### config.mk
export PLATFORM = sky130hd
export DESIGN_NAME = pmc_ctrl
export DESIGN_NICKNAME = d
export VERILOG_FILES = /design/src/pmc_pkg.sv /design/src/pmc_counter.sv /design/src/pmc_ctrl.sv
export VERILOG_INCLUDE_DIRS = /design/src
export SDC_FILE = /design/constraint.sdc
export NUM_CORES = 1
export LEC_CHECK = 0
export ABC_AREA = 1
export BUFFER_PORTS_ARGS = -buffer_cell sky130_fd_sc_hd__buf_2
export CELL_PAD_IN_SITES_DETAIL_PLACEMENT = 1
export CELL_PAD_IN_SITES_GLOBAL_PLACEMENT = 1
export CORE_ASPECT_RATIO = 0.8
export CORE_MARGIN = 3
export CORE_UTILIZATION = 33
export DETAILED_ROUTE_END_ITERATION = 16
export GPL_TIMING_DRIVEN = 0
export PLACE_DENSITY_LB_ADDON = 0.1
export SYNTH_ARGS = -nofsm -noshare
export SYNTH_HDL_FRONTEND = slang
export SYNTH_SLANG_ARGS = --single-unit
### constraint.sdc
create_clock -name CLOCK -period 1.7 [get_ports CLOCK]
set_clock_uncertainty 0.05 [all_clocks]
set_input_delay 0.17 -clock CLOCK [delete_from_list [all_inputs] [get_ports CLOCK]]
set_output_delay 0.17 -clock CLOCK [all_outputs]
set_load 0.1 [all_outputs]
### src/pmc_cfg.svh
/*
 Constants for the performance monitor control block: register numbers,
 field positions, reset values. Assumes the includer uses them as macros.
 Field positions are little-endian indices; the sign bit is index 31.
*/
// Contract
// Control word is 32 bits at register number 952.
// Control word reads and writes allowed only in supervisor mode.
// Control word is all zeros after reset.
// Reading the control word changes nothing.
// freeze_all_counting set stops hardware counter changes.
// freeze_in_privileged_mode set stops counting in supervisor mode.
// freeze_in_user_mode set stops counting in user mode.
// freeze_when_marked set stops counting while process mark set.
// freeze_when_unmarked set stops counting while process mark clear.
// pm_irq_allow gates all monitor interrupt signalling.
// Hardware clears pm_irq_allow whenever an interrupt is signalled.
// Software re-sets pm_irq_allow after service for more interrupts.
// Interrupt on enabled negative counter or enabled time base rise.
// halt_on_pm_irq freezes counter a, and b unless hold bit set.
// Software should clear timebase_edge_irq when it was set.
// timebase_bit_choice picks time base bit 63, 55, 51 or 47.
// timebase_edge_irq allows interrupt on selected bit rising.
// A counter is negative once its sign bit is set.
// counter_b_hold_until_a holds b until a negative or interrupt.
// counter_a_irq_enable enables interrupt on counter a negative.
// Counters advance only when no freeze condition is active.
`ifndef PMC_CFG_SVH
`define PMC_CFG_SVH

`define PMC_SPR_CTRL        10'h3B8
`define PMC_SPR_CNT_A       10'h3B9
`define PMC_SPR_CNT_B       10'h3BA
`define PMC_CTRL_RESET      32'h0000_0000
`define PMC_CNT_RESET       32'h0000_0000

`define PMC_B_FREEZE_ALL    31
`define PMC_B_FREEZE_PRIV   30
`define PMC_B_FREEZE_USER   29
`define PMC_B_FREEZE_MARK   28
`define PMC_B_FREEZE_UNMARK 27
`define PMC_B_IRQ_ALLOW     26
`define PMC_B_HALT_ON_IRQ   25
`define PMC_B_TB_SEL_HI     24
`define PMC_B_TB_SEL_LO     23
`define PMC_B_TB_EDGE_IRQ   22
`define PMC_B_A_IRQ_EN      15
`define PMC_B_B_IRQ_EN      14
`define PMC_B_B_HOLD        13
`define PMC_B_SIGN          31

`define PMC_TB_IDX_SEL0     6'h00
`define PMC_TB_IDX_SEL1     6'h08
`define PMC_TB_IDX_SEL2     6'h0C
`define PMC_TB_IDX_SEL3     6'h10

`endif

### src/pmc_pkg.sv
/*
 Types shared by the performance monitor control block.
 Assumes pmc_cfg.svh supplies the numeric constants.
*/
package pmc_pkg;
    typedef logic [31:0] pmc_word_t;
    typedef logic [9:0]  pmc_spr_t;
    typedef enum logic [1:0] {
        PMC_TB_B63 = 2'h0,
        PMC_TB_B55 = 2'h1,
        PMC_TB_B51 = 2'h2,
        PMC_TB_B47 = 2'h3
    } pmc_tb_sel_e;
endpackage
### src/pmc_counter.sv
/*
 One 32-bit event counter with software load and gated increment.
 Assumes the caller resolves all freeze conditions into cnt_en.
*/
`timescale 1ns/100ps
`include "pmc_cfg.svh"

module pmc_counter (
    input  wire logic             clk,
    input  wire logic             rst_n,
    input  wire logic             ce,
    input  wire logic             load,
    input  wire pmc_pkg::pmc_word_t load_data,
    input  wire logic             cnt_en,
    input  wire logic             event_in,
    output      pmc_pkg::pmc_word_t count
);
    pmc_pkg::pmc_word_t count_r;

    // Software load wins over an event in the same cycle
    always_ff @(posedge clk) begin
        if (!rst_n) begin
            count_r <= `PMC_CNT_RESET;
        end else if (ce) begin
            if (load) begin
                count_r <= load_data;
            end else if (cnt_en && event_in) begin
                count_r <= count_r + 32'h0000_0001;
            end
        end
    end

    assign count = count_r;
endmodule

### src/pmc_ctrl.sv
/*
 Performance monitor control: the control word, two event counters,
 freeze logic, interrupt signalling and time base edge watch.
 Assumes a core that presents register accesses as one-cycle strobes with
 a register number, and pre-selected event pulses for each counter.
*/
`timescale 1ns/100ps
`include "pmc_cfg.svh"

module pmc_ctrl (
    input  wire logic               CLOCK,
    input  wire logic               RST_N,
    input  wire logic               CE,
    input  wire pmc_pkg::pmc_spr_t  SPR_NUM,
    input  wire logic               SPR_RD,
    input  wire logic               SPR_WR,
    input  wire pmc_pkg::pmc_word_t SPR_WDATA,
    output      pmc_pkg::pmc_word_t SPR_RDATA,
    output      logic               SPR_ACK,
    output      logic               SPR_PRIV_FAULT,
    input  wire logic               USER_STATE_FLAG,
    input  wire logic               PROCESS_MARK_FLAG,
    input  wire logic               EVENT_A,
    input  wire logic               EVENT_B,
    input  wire logic [63:0]        TIME_BASE,
    output      logic               PM_IRQ,
    output      pmc_pkg::pmc_word_t COUNT_A,
    output      pmc_pkg::pmc_word_t COUNT_B
);

    pmc_pkg::pmc_word_t ctrl_r;
    pmc_pkg::pmc_word_t ctrl_nxt;
    pmc_pkg::pmc_word_t rdata_r;
    logic               ack_r;
    logic               fault_r;
    logic               irq_r;
    logic               tb_prev_r;
    logic               halted_r;
    logic               b_released_r;
    pmc_pkg::pmc_word_t count_a;
    pmc_pkg::pmc_word_t count_b;

    // Shared register-number decode
    function automatic logic spr_is(input pmc_pkg::pmc_spr_t num,
                                    input pmc_pkg::pmc_spr_t target);
        spr_is = (num == target);
    endfunction

    function automatic logic tb_pick(input logic [63:0] tb,
                                     input pmc_pkg::pmc_tb_sel_e sel);
        case (sel)
            pmc_pkg::PMC_TB_B63: tb_pick = tb[`PMC_TB_IDX_SEL0];
            pmc_pkg::PMC_TB_B55: tb_pick = tb[`PMC_TB_IDX_SEL1];
            pmc_pkg::PMC_TB_B51: tb_pick = tb[`PMC_TB_IDX_SEL2];
            default:             tb_pick = tb[`PMC_TB_IDX_SEL3];
        endcase
    endfunction

    // Access is honoured only in supervisor mode
    logic priv_ok;
    logic any_acc;
    logic known;
    logic wr_ctrl;
    logic wr_a;
    logic wr_b;
    assign priv_ok = !USER_STATE_FLAG;
    assign any_acc = SPR_RD || SPR_WR;
    assign known   = spr_is(SPR_NUM, `PMC_SPR_CTRL) || spr_is(SPR_NUM, `PMC_SPR_CNT_A)
                     || spr_is(SPR_NUM, `PMC_SPR_CNT_B);
    assign wr_ctrl = SPR_WR && priv_ok && spr_is(SPR_NUM, `PMC_SPR_CTRL);
    assign wr_a    = SPR_WR && priv_ok && spr_is(SPR_NUM, `PMC_SPR_CNT_A);
    assign wr_b    = SPR_WR && priv_ok && spr_is(SPR_NUM, `PMC_SPR_CNT_B);

    // Field views
    logic               f_freeze_all;
    logic               f_freeze_priv;
    logic               f_freeze_user;
    logic               f_freeze_mark;
    logic               f_freeze_unmark;
    logic               f_irq_allow;
    logic               f_halt_on_irq;
    logic               f_tb_edge_irq;
    logic               f_a_irq_en;
    logic               f_b_irq_en;
    logic               f_b_hold;
    pmc_pkg::pmc_tb_sel_e f_tb_sel;
    assign f_freeze_all    = ctrl_r[`PMC_B_FREEZE_ALL];
    assign f_freeze_priv   = ctrl_r[`PMC_B_FREEZE_PRIV];
    assign f_freeze_user   = ctrl_r[`PMC_B_FREEZE_USER];
    assign f_freeze_mark   = ctrl_r[`PMC_B_FREEZE_MARK];
    assign f_freeze_unmark = ctrl_r[`PMC_B_FREEZE_UNMARK];
    assign f_irq_allow     = ctrl_r[`PMC_B_IRQ_ALLOW];
    assign f_halt_on_irq   = ctrl_r[`PMC_B_HALT_ON_IRQ];
    assign f_tb_edge_irq   = ctrl_r[`PMC_B_TB_EDGE_IRQ];
    assign f_a_irq_en      = ctrl_r[`PMC_B_A_IRQ_EN];
    assign f_b_irq_en      = ctrl_r[`PMC_B_B_IRQ_EN];
    assign f_b_hold        = ctrl_r[`PMC_B_B_HOLD];
    assign f_tb_sel        = pmc_pkg::pmc_tb_sel_e'(ctrl_r[`PMC_B_TB_SEL_HI:`PMC_B_TB_SEL_LO]);

    // Negative counters and time base edge
    logic a_neg;
    logic b_neg;
    logic tb_bit;
    logic tb_rise;
    assign a_neg   = count_a[`PMC_B_SIGN];
    assign b_neg   = count_b[`PMC_B_SIGN];
    assign tb_bit  = tb_pick(TIME_BASE, f_tb_sel);
    assign tb_rise = tb_bit && !tb_prev_r && f_tb_edge_irq;

    // Interrupt condition, gated by the allow bit
    logic irq_now;
    assign irq_now = f_irq_allow
                     && ((f_a_irq_en && a_neg)
                         || (f_b_irq_en && b_neg)
                         || tb_rise);

    // Freeze terms common to both counters
    logic mode_freeze;
    assign mode_freeze = f_freeze_all
                         || (f_freeze_priv && !USER_STATE_FLAG)
                         || (f_freeze_user && USER_STATE_FLAG)
                         || (f_freeze_mark && PROCESS_MARK_FLAG)
                         || (f_freeze_unmark && !PROCESS_MARK_FLAG);

    // Halt covers the interrupt cycle itself as well as later ones
    logic halt_now;
    logic hold_b;
    logic en_a;
    logic en_b;
    assign halt_now = f_halt_on_irq && (halted_r || irq_now);
    assign hold_b   = f_b_hold && !(b_released_r || a_neg || irq_now);
    assign en_a     = !mode_freeze && !halt_now;
    assign en_b     = !mode_freeze && !hold_b && !(halt_now && !f_b_hold);

    // Control word next value; the hardware clear of allow beats a write
    always_comb begin
        ctrl_nxt = ctrl_r;
        if (wr_ctrl) begin
            ctrl_nxt = SPR_WDATA;
        end
        if (irq_now) begin
            ctrl_nxt[`PMC_B_IRQ_ALLOW] = 1'b0;
        end
    end

    always_ff @(posedge CLOCK) begin
        if (!RST_N) begin
            ctrl_r <= `PMC_CTRL_RESET;
        end else if (CE) begin
            ctrl_r <= ctrl_nxt;
        end
    end

    // Halt and b-release latches end on a fresh control word write
    always_ff @(posedge CLOCK) begin
        if (!RST_N) begin
            halted_r     <= 1'b0;
            b_released_r <= 1'b0;
        end else if (CE) begin
            if (irq_now) begin
                halted_r <= 1'b1;
            end else if (wr_ctrl) begin
                halted_r <= 1'b0;
            end
            if (irq_now || a_neg) begin
                b_released_r <= 1'b1;
            end else if (wr_ctrl) begin
                b_released_r <= 1'b0;
            end
        end
    end

    always_ff @(posedge CLOCK) begin
        if (!RST_N) begin
            tb_prev_r <= 1'b0;
            irq_r     <= 1'b0;
        end else if (CE) begin
            tb_prev_r <= tb_bit;
            irq_r     <= irq_now;
        end
    end

    // Register reads: data from flip-flops, no side effect on storage
    always_ff @(posedge CLOCK) begin
        if (!RST_N) begin
            rdata_r <= 32'h0000_0000;
            ack_r   <= 1'b0;
            fault_r <= 1'b0;
        end else if (CE) begin
            ack_r   <= any_acc && known && priv_ok;
            fault_r <= any_acc && known && !priv_ok;
            if (SPR_RD && priv_ok) begin
                if (spr_is(SPR_NUM, `PMC_SPR_CTRL)) begin
                    rdata_r <= ctrl_r;
                end else if (spr_is(SPR_NUM, `PMC_SPR_CNT_A)) begin
                    rdata_r <= count_a;
                end else if (spr_is(SPR_NUM, `PMC_SPR_CNT_B)) begin
                    rdata_r <= count_b;
                end else begin
                    rdata_r <= 32'h0000_0000;
                end
            end
        end
    end

    pmc_counter u_cnt_a (
        .clk       (CLOCK),
        .rst_n     (RST_N),
        .ce        (CE),
        .load      (wr_a),
        .load_data (SPR_WDATA),
        .cnt_en    (en_a),
        .event_in  (EVENT_A),
        .count     (count_a)
    );

    pmc_counter u_cnt_b (
        .clk       (CLOCK),
        .rst_n     (RST_N),
        .ce        (CE),
        .load      (wr_b),
        .load_data (SPR_WDATA),
        .cnt_en    (en_b),
        .event_in  (EVENT_B),
        .count     (count_b)
    );

    assign SPR_RDATA      = rdata_r;
    assign SPR_ACK        = ack_r;
    assign SPR_PRIV_FAULT = fault_r;
    assign PM_IRQ         = irq_r;
    assign COUNT_A        = count_a;
    assign COUNT_B        = count_b;
endmodule

==> run summary <==
row count: 51
Clk pwr share: 0.404
Yosys reg bits: 134
DRT antenna net count: 0
final core utilization: 0.493
commonest cells in the netlist: 269 x nand2_1, 168 x nor2_1, 134 x dfxtp_1, 122 x o21ai_0, 107 x a21oi_1
outcome: finished, violations left
Slew @ Worst Pin: 1.27 ns
Layout fillers: 3,116
PD cells: 750 mW/mm²
syn avg cell area: 6.50 µm²
Slowest cell on crit path: dfxtp_4
CTS tree: built
Arrival @ worst endpoint: 2.20 ns
min-delay src: SPR_WDATA[18]
Num CTS Buffers: 17
ys async rst share: 0
largest area contributor in the netlist: dfxtp_1
Die X: 183 µm
dpl hpwl: 32,100 µm
multi-input logic area: 0.00575 mm²
Int Power: 0.00575 W
Leak: 5.25 nW
max cap viols: 0
Routed WL per cell: 24.1 µm
Critical Path RT: 1.98 ns
first-pass iteration count of the detailed router: 5
Storage cell area: 0.00291 mm²
largest net degree at the start of global routing: 17
vias in the first global route: 9,627
Post-Layout Cell Count: 1,837
core box area: 0.0244 mm²
setup TNS: -8.78 ns
die area: 0.0269 mm²
io pins: 214
top post-synthesis cells by area: dfxtp_1 33%, nand2_1 12%, nor2_1 7.6%
number of port buffers: 151
Logic pwr share: 0.222
Final Critical Period: 1.92 ns
clk slew on worst S/H paths: 0.07 ns
CP Cell Sequence: inv_4 > nand2_2 > nand3_2 > nand3_2 > nand2_4 > nand2_4 > nand2_4 > nand3_2 > nand2_4 > nand2_8 > clkbuf_16 > clkbuf_16 > a21oi_2 > nor2_1
worst rel slew slack: 0.153
HP Class: primary input to register
crit-path max cell delay: 0.36 ns
Worst path most repeated cell: nand2_4
Reg power frac: 0.374
worst skew pair latency: 0.43 ns
first-pass GRT wire length: 61,800 µm
VDD IR max: 0.711 mV
fmax: 0.520 GHz
post-synthesis cell count: 1,268
Placer Congestion: 0.968
NetSw: 0.00329 W
sequential-to-total area share from yosys stat: 0.325
r2r setup slk: -0.22 ns
Die H: 147 µm
RSZ-0062 raised after global routing: true
H-tree levels: 4
DR iter-0 viols: 944
Post-synth EDFFs: 0
CTS Buffer Depth: 2
final count of hold timing violations: 0
top-count cell post-synth: nand2_1
layout cells sized above 1: 0.399
overall routing resource usage: 0.307
DRC viols: 0
Root Driver: clkbuf_16
Clock Sinks: 134
post-synth top area share: 0.325
Diodes inserted: 0
Routed WL: 44,300 µm
Mapped Area: 0.00825 mm²
Initial Util: 0.337
Finish-stage setup viols: 64
Main synth FF type: dfxtp_1
post-synth cell types: 39
violated checks: setup timing
DR vias/cell: 5.63
Total Power: 0.00904 W
Final Slew Violations: 0
initial antenna violation count: 0
PnR worst setup slack: -0.225 ns
Cells after DPL: 1,737
critical path class: register to register
net count after synthesis: 1,385
Worst setup EP type: register
CP Launch Point: ctrl_r[24]$_SDFFE_PN0P_
Ys Warns: 0
Vias: 10,341
Net count, final: 1,623
synthesis-to-layout area growth: 46.2%
worst reg2reg startpoint: ctrl_r[24]$_SDFFE_PN0P_
crit start category: register
Final Cycle Share: 1.13
Sw Ratio: 0.364
grt ovf: 0
CP Max Fanout: 5
## flip-flops by register name, summed over array words and instances, names as in the netlist, 32 cells and up
register,flops
SPR_RDATA,32
u_cnt_b.count,32
ctrl_r,32
u_cnt_a.count,32
## area by class of cell
cell class              instances  share of cell area
plain buffers                  70              0.0429
clock buffers                  22              0.0403
clock inverters                10             0.00561
inverters                     114              0.0369
multi-input cells             951               0.477
flip-flops and latches        134               0.241
well taps                     318              0.0330
repair buffers                218               0.123
## cell usage in the layout, fill, tap and decap left out, drive strengths merged
master     n
a211oi    27
a21boi     1
a21oi    108
a31oi     13
and3       3
buf      253
clkbuf    57
clkinv     6
dfxtp    134
ha         2
inv      118
nand2    283
nand3     77
nand3b     6
nand4     15
nor2     185
nor3      21
nor3b      1
nor4       1
o2111ai    1
o211ai    33
o21ai    134
o22ai      1
or2        6
xnor2      7
xor2      26
## cell families (layout without fill, tap and decap cells)
kind of cell | count (synthesis) | count (layout) | share of synthesized area
buffers and inverters | 184 | 434 | 0.0977
AOI/OAI and AO/OA | 318 | 318 | 0.215
and+or+nand+nor | 597 | 598 | 0.323
DFF | 134 | 134 | 0.325
adders and majority gates | 2 | 2 | 0.00303
xor gates and xnor gates | 33 | 33 | 0.0351
## through the flow
step                      worst slack [ns]  cell area [µm²]  hold slack, ns
after floorplan                     -0.161             8640           0.255
after global placement              -0.406             9800           0.404
after detailed placement            -0.456             9800           0.409
after CTS                           -0.169            11000         0.00349
after global routing                -0.303            12100          0.0203
final                               -0.225            12100          0.0247
## routing by layer
layer / track usage / vias up / share of wire
li1: - / 4716 / -
met1: 0.463 / 5081 / 0.47
met2: 0.444 / 464 / 0.42
met3: 0.0467 / 80 / 0.079
met4: 0.102 / 0 / 0.031
met5: 0 / - / 0
## power groups by stage
| stage | Combinational, W | Clock [W] | Sequential (W) |
|---|---|---|---|
| after floorplan | 0.000480 | 0 | 0.00416 |
| after global placement | 0.00166 | 0 | 0.00345 |
| after detailed placement | 0.00167 | 0 | 0.00345 |
| after CTS | 0.00180 | 0.00366 | 0.00337 |
| after global routing | 0.00210 | 0.00380 | 0.00340 |
| final | 0.00201 | 0.00365 | 0.00339 |
## worst max-delay path: cells and delay by family, from the launching register on
kind / cells / cell delay, ns
AOI/OAI and AO/OA: 1 / 0.11
DFF: 1 / 0.36
and+or+nand+nor: 10 / 0.86
buffers and inverters: 3 / 0.43
## path summary, 6_finish.rpt
path | cells past startpoint | end
worst min register to register | 2 | PM_IRQ$_SDFFE_PN0P_
worst max-delay path | 14 | u_cnt_b.count[25]$_SDFFE_PN0P_
worst min-delay path | 3 | ctrl_r[18]$_SDFFE_PN0P_
worst max register to register | 14 | u_cnt_b.count[25]$_SDFFE_PN0P_
## timing repair
| item | in CTS | in global routing |
|---|---|---|
| hold buffers | 0 | 0 |
| buffers inserted | 40 | 18 |
| setup endpoints to repair | 69 | 82 |
| pin swaps | 33 | 79 |
| gates resized for setup | 102 | 208 |
| cloned | 1 | 9 |
Note: power is estimated with default switching activity, not from simulation.
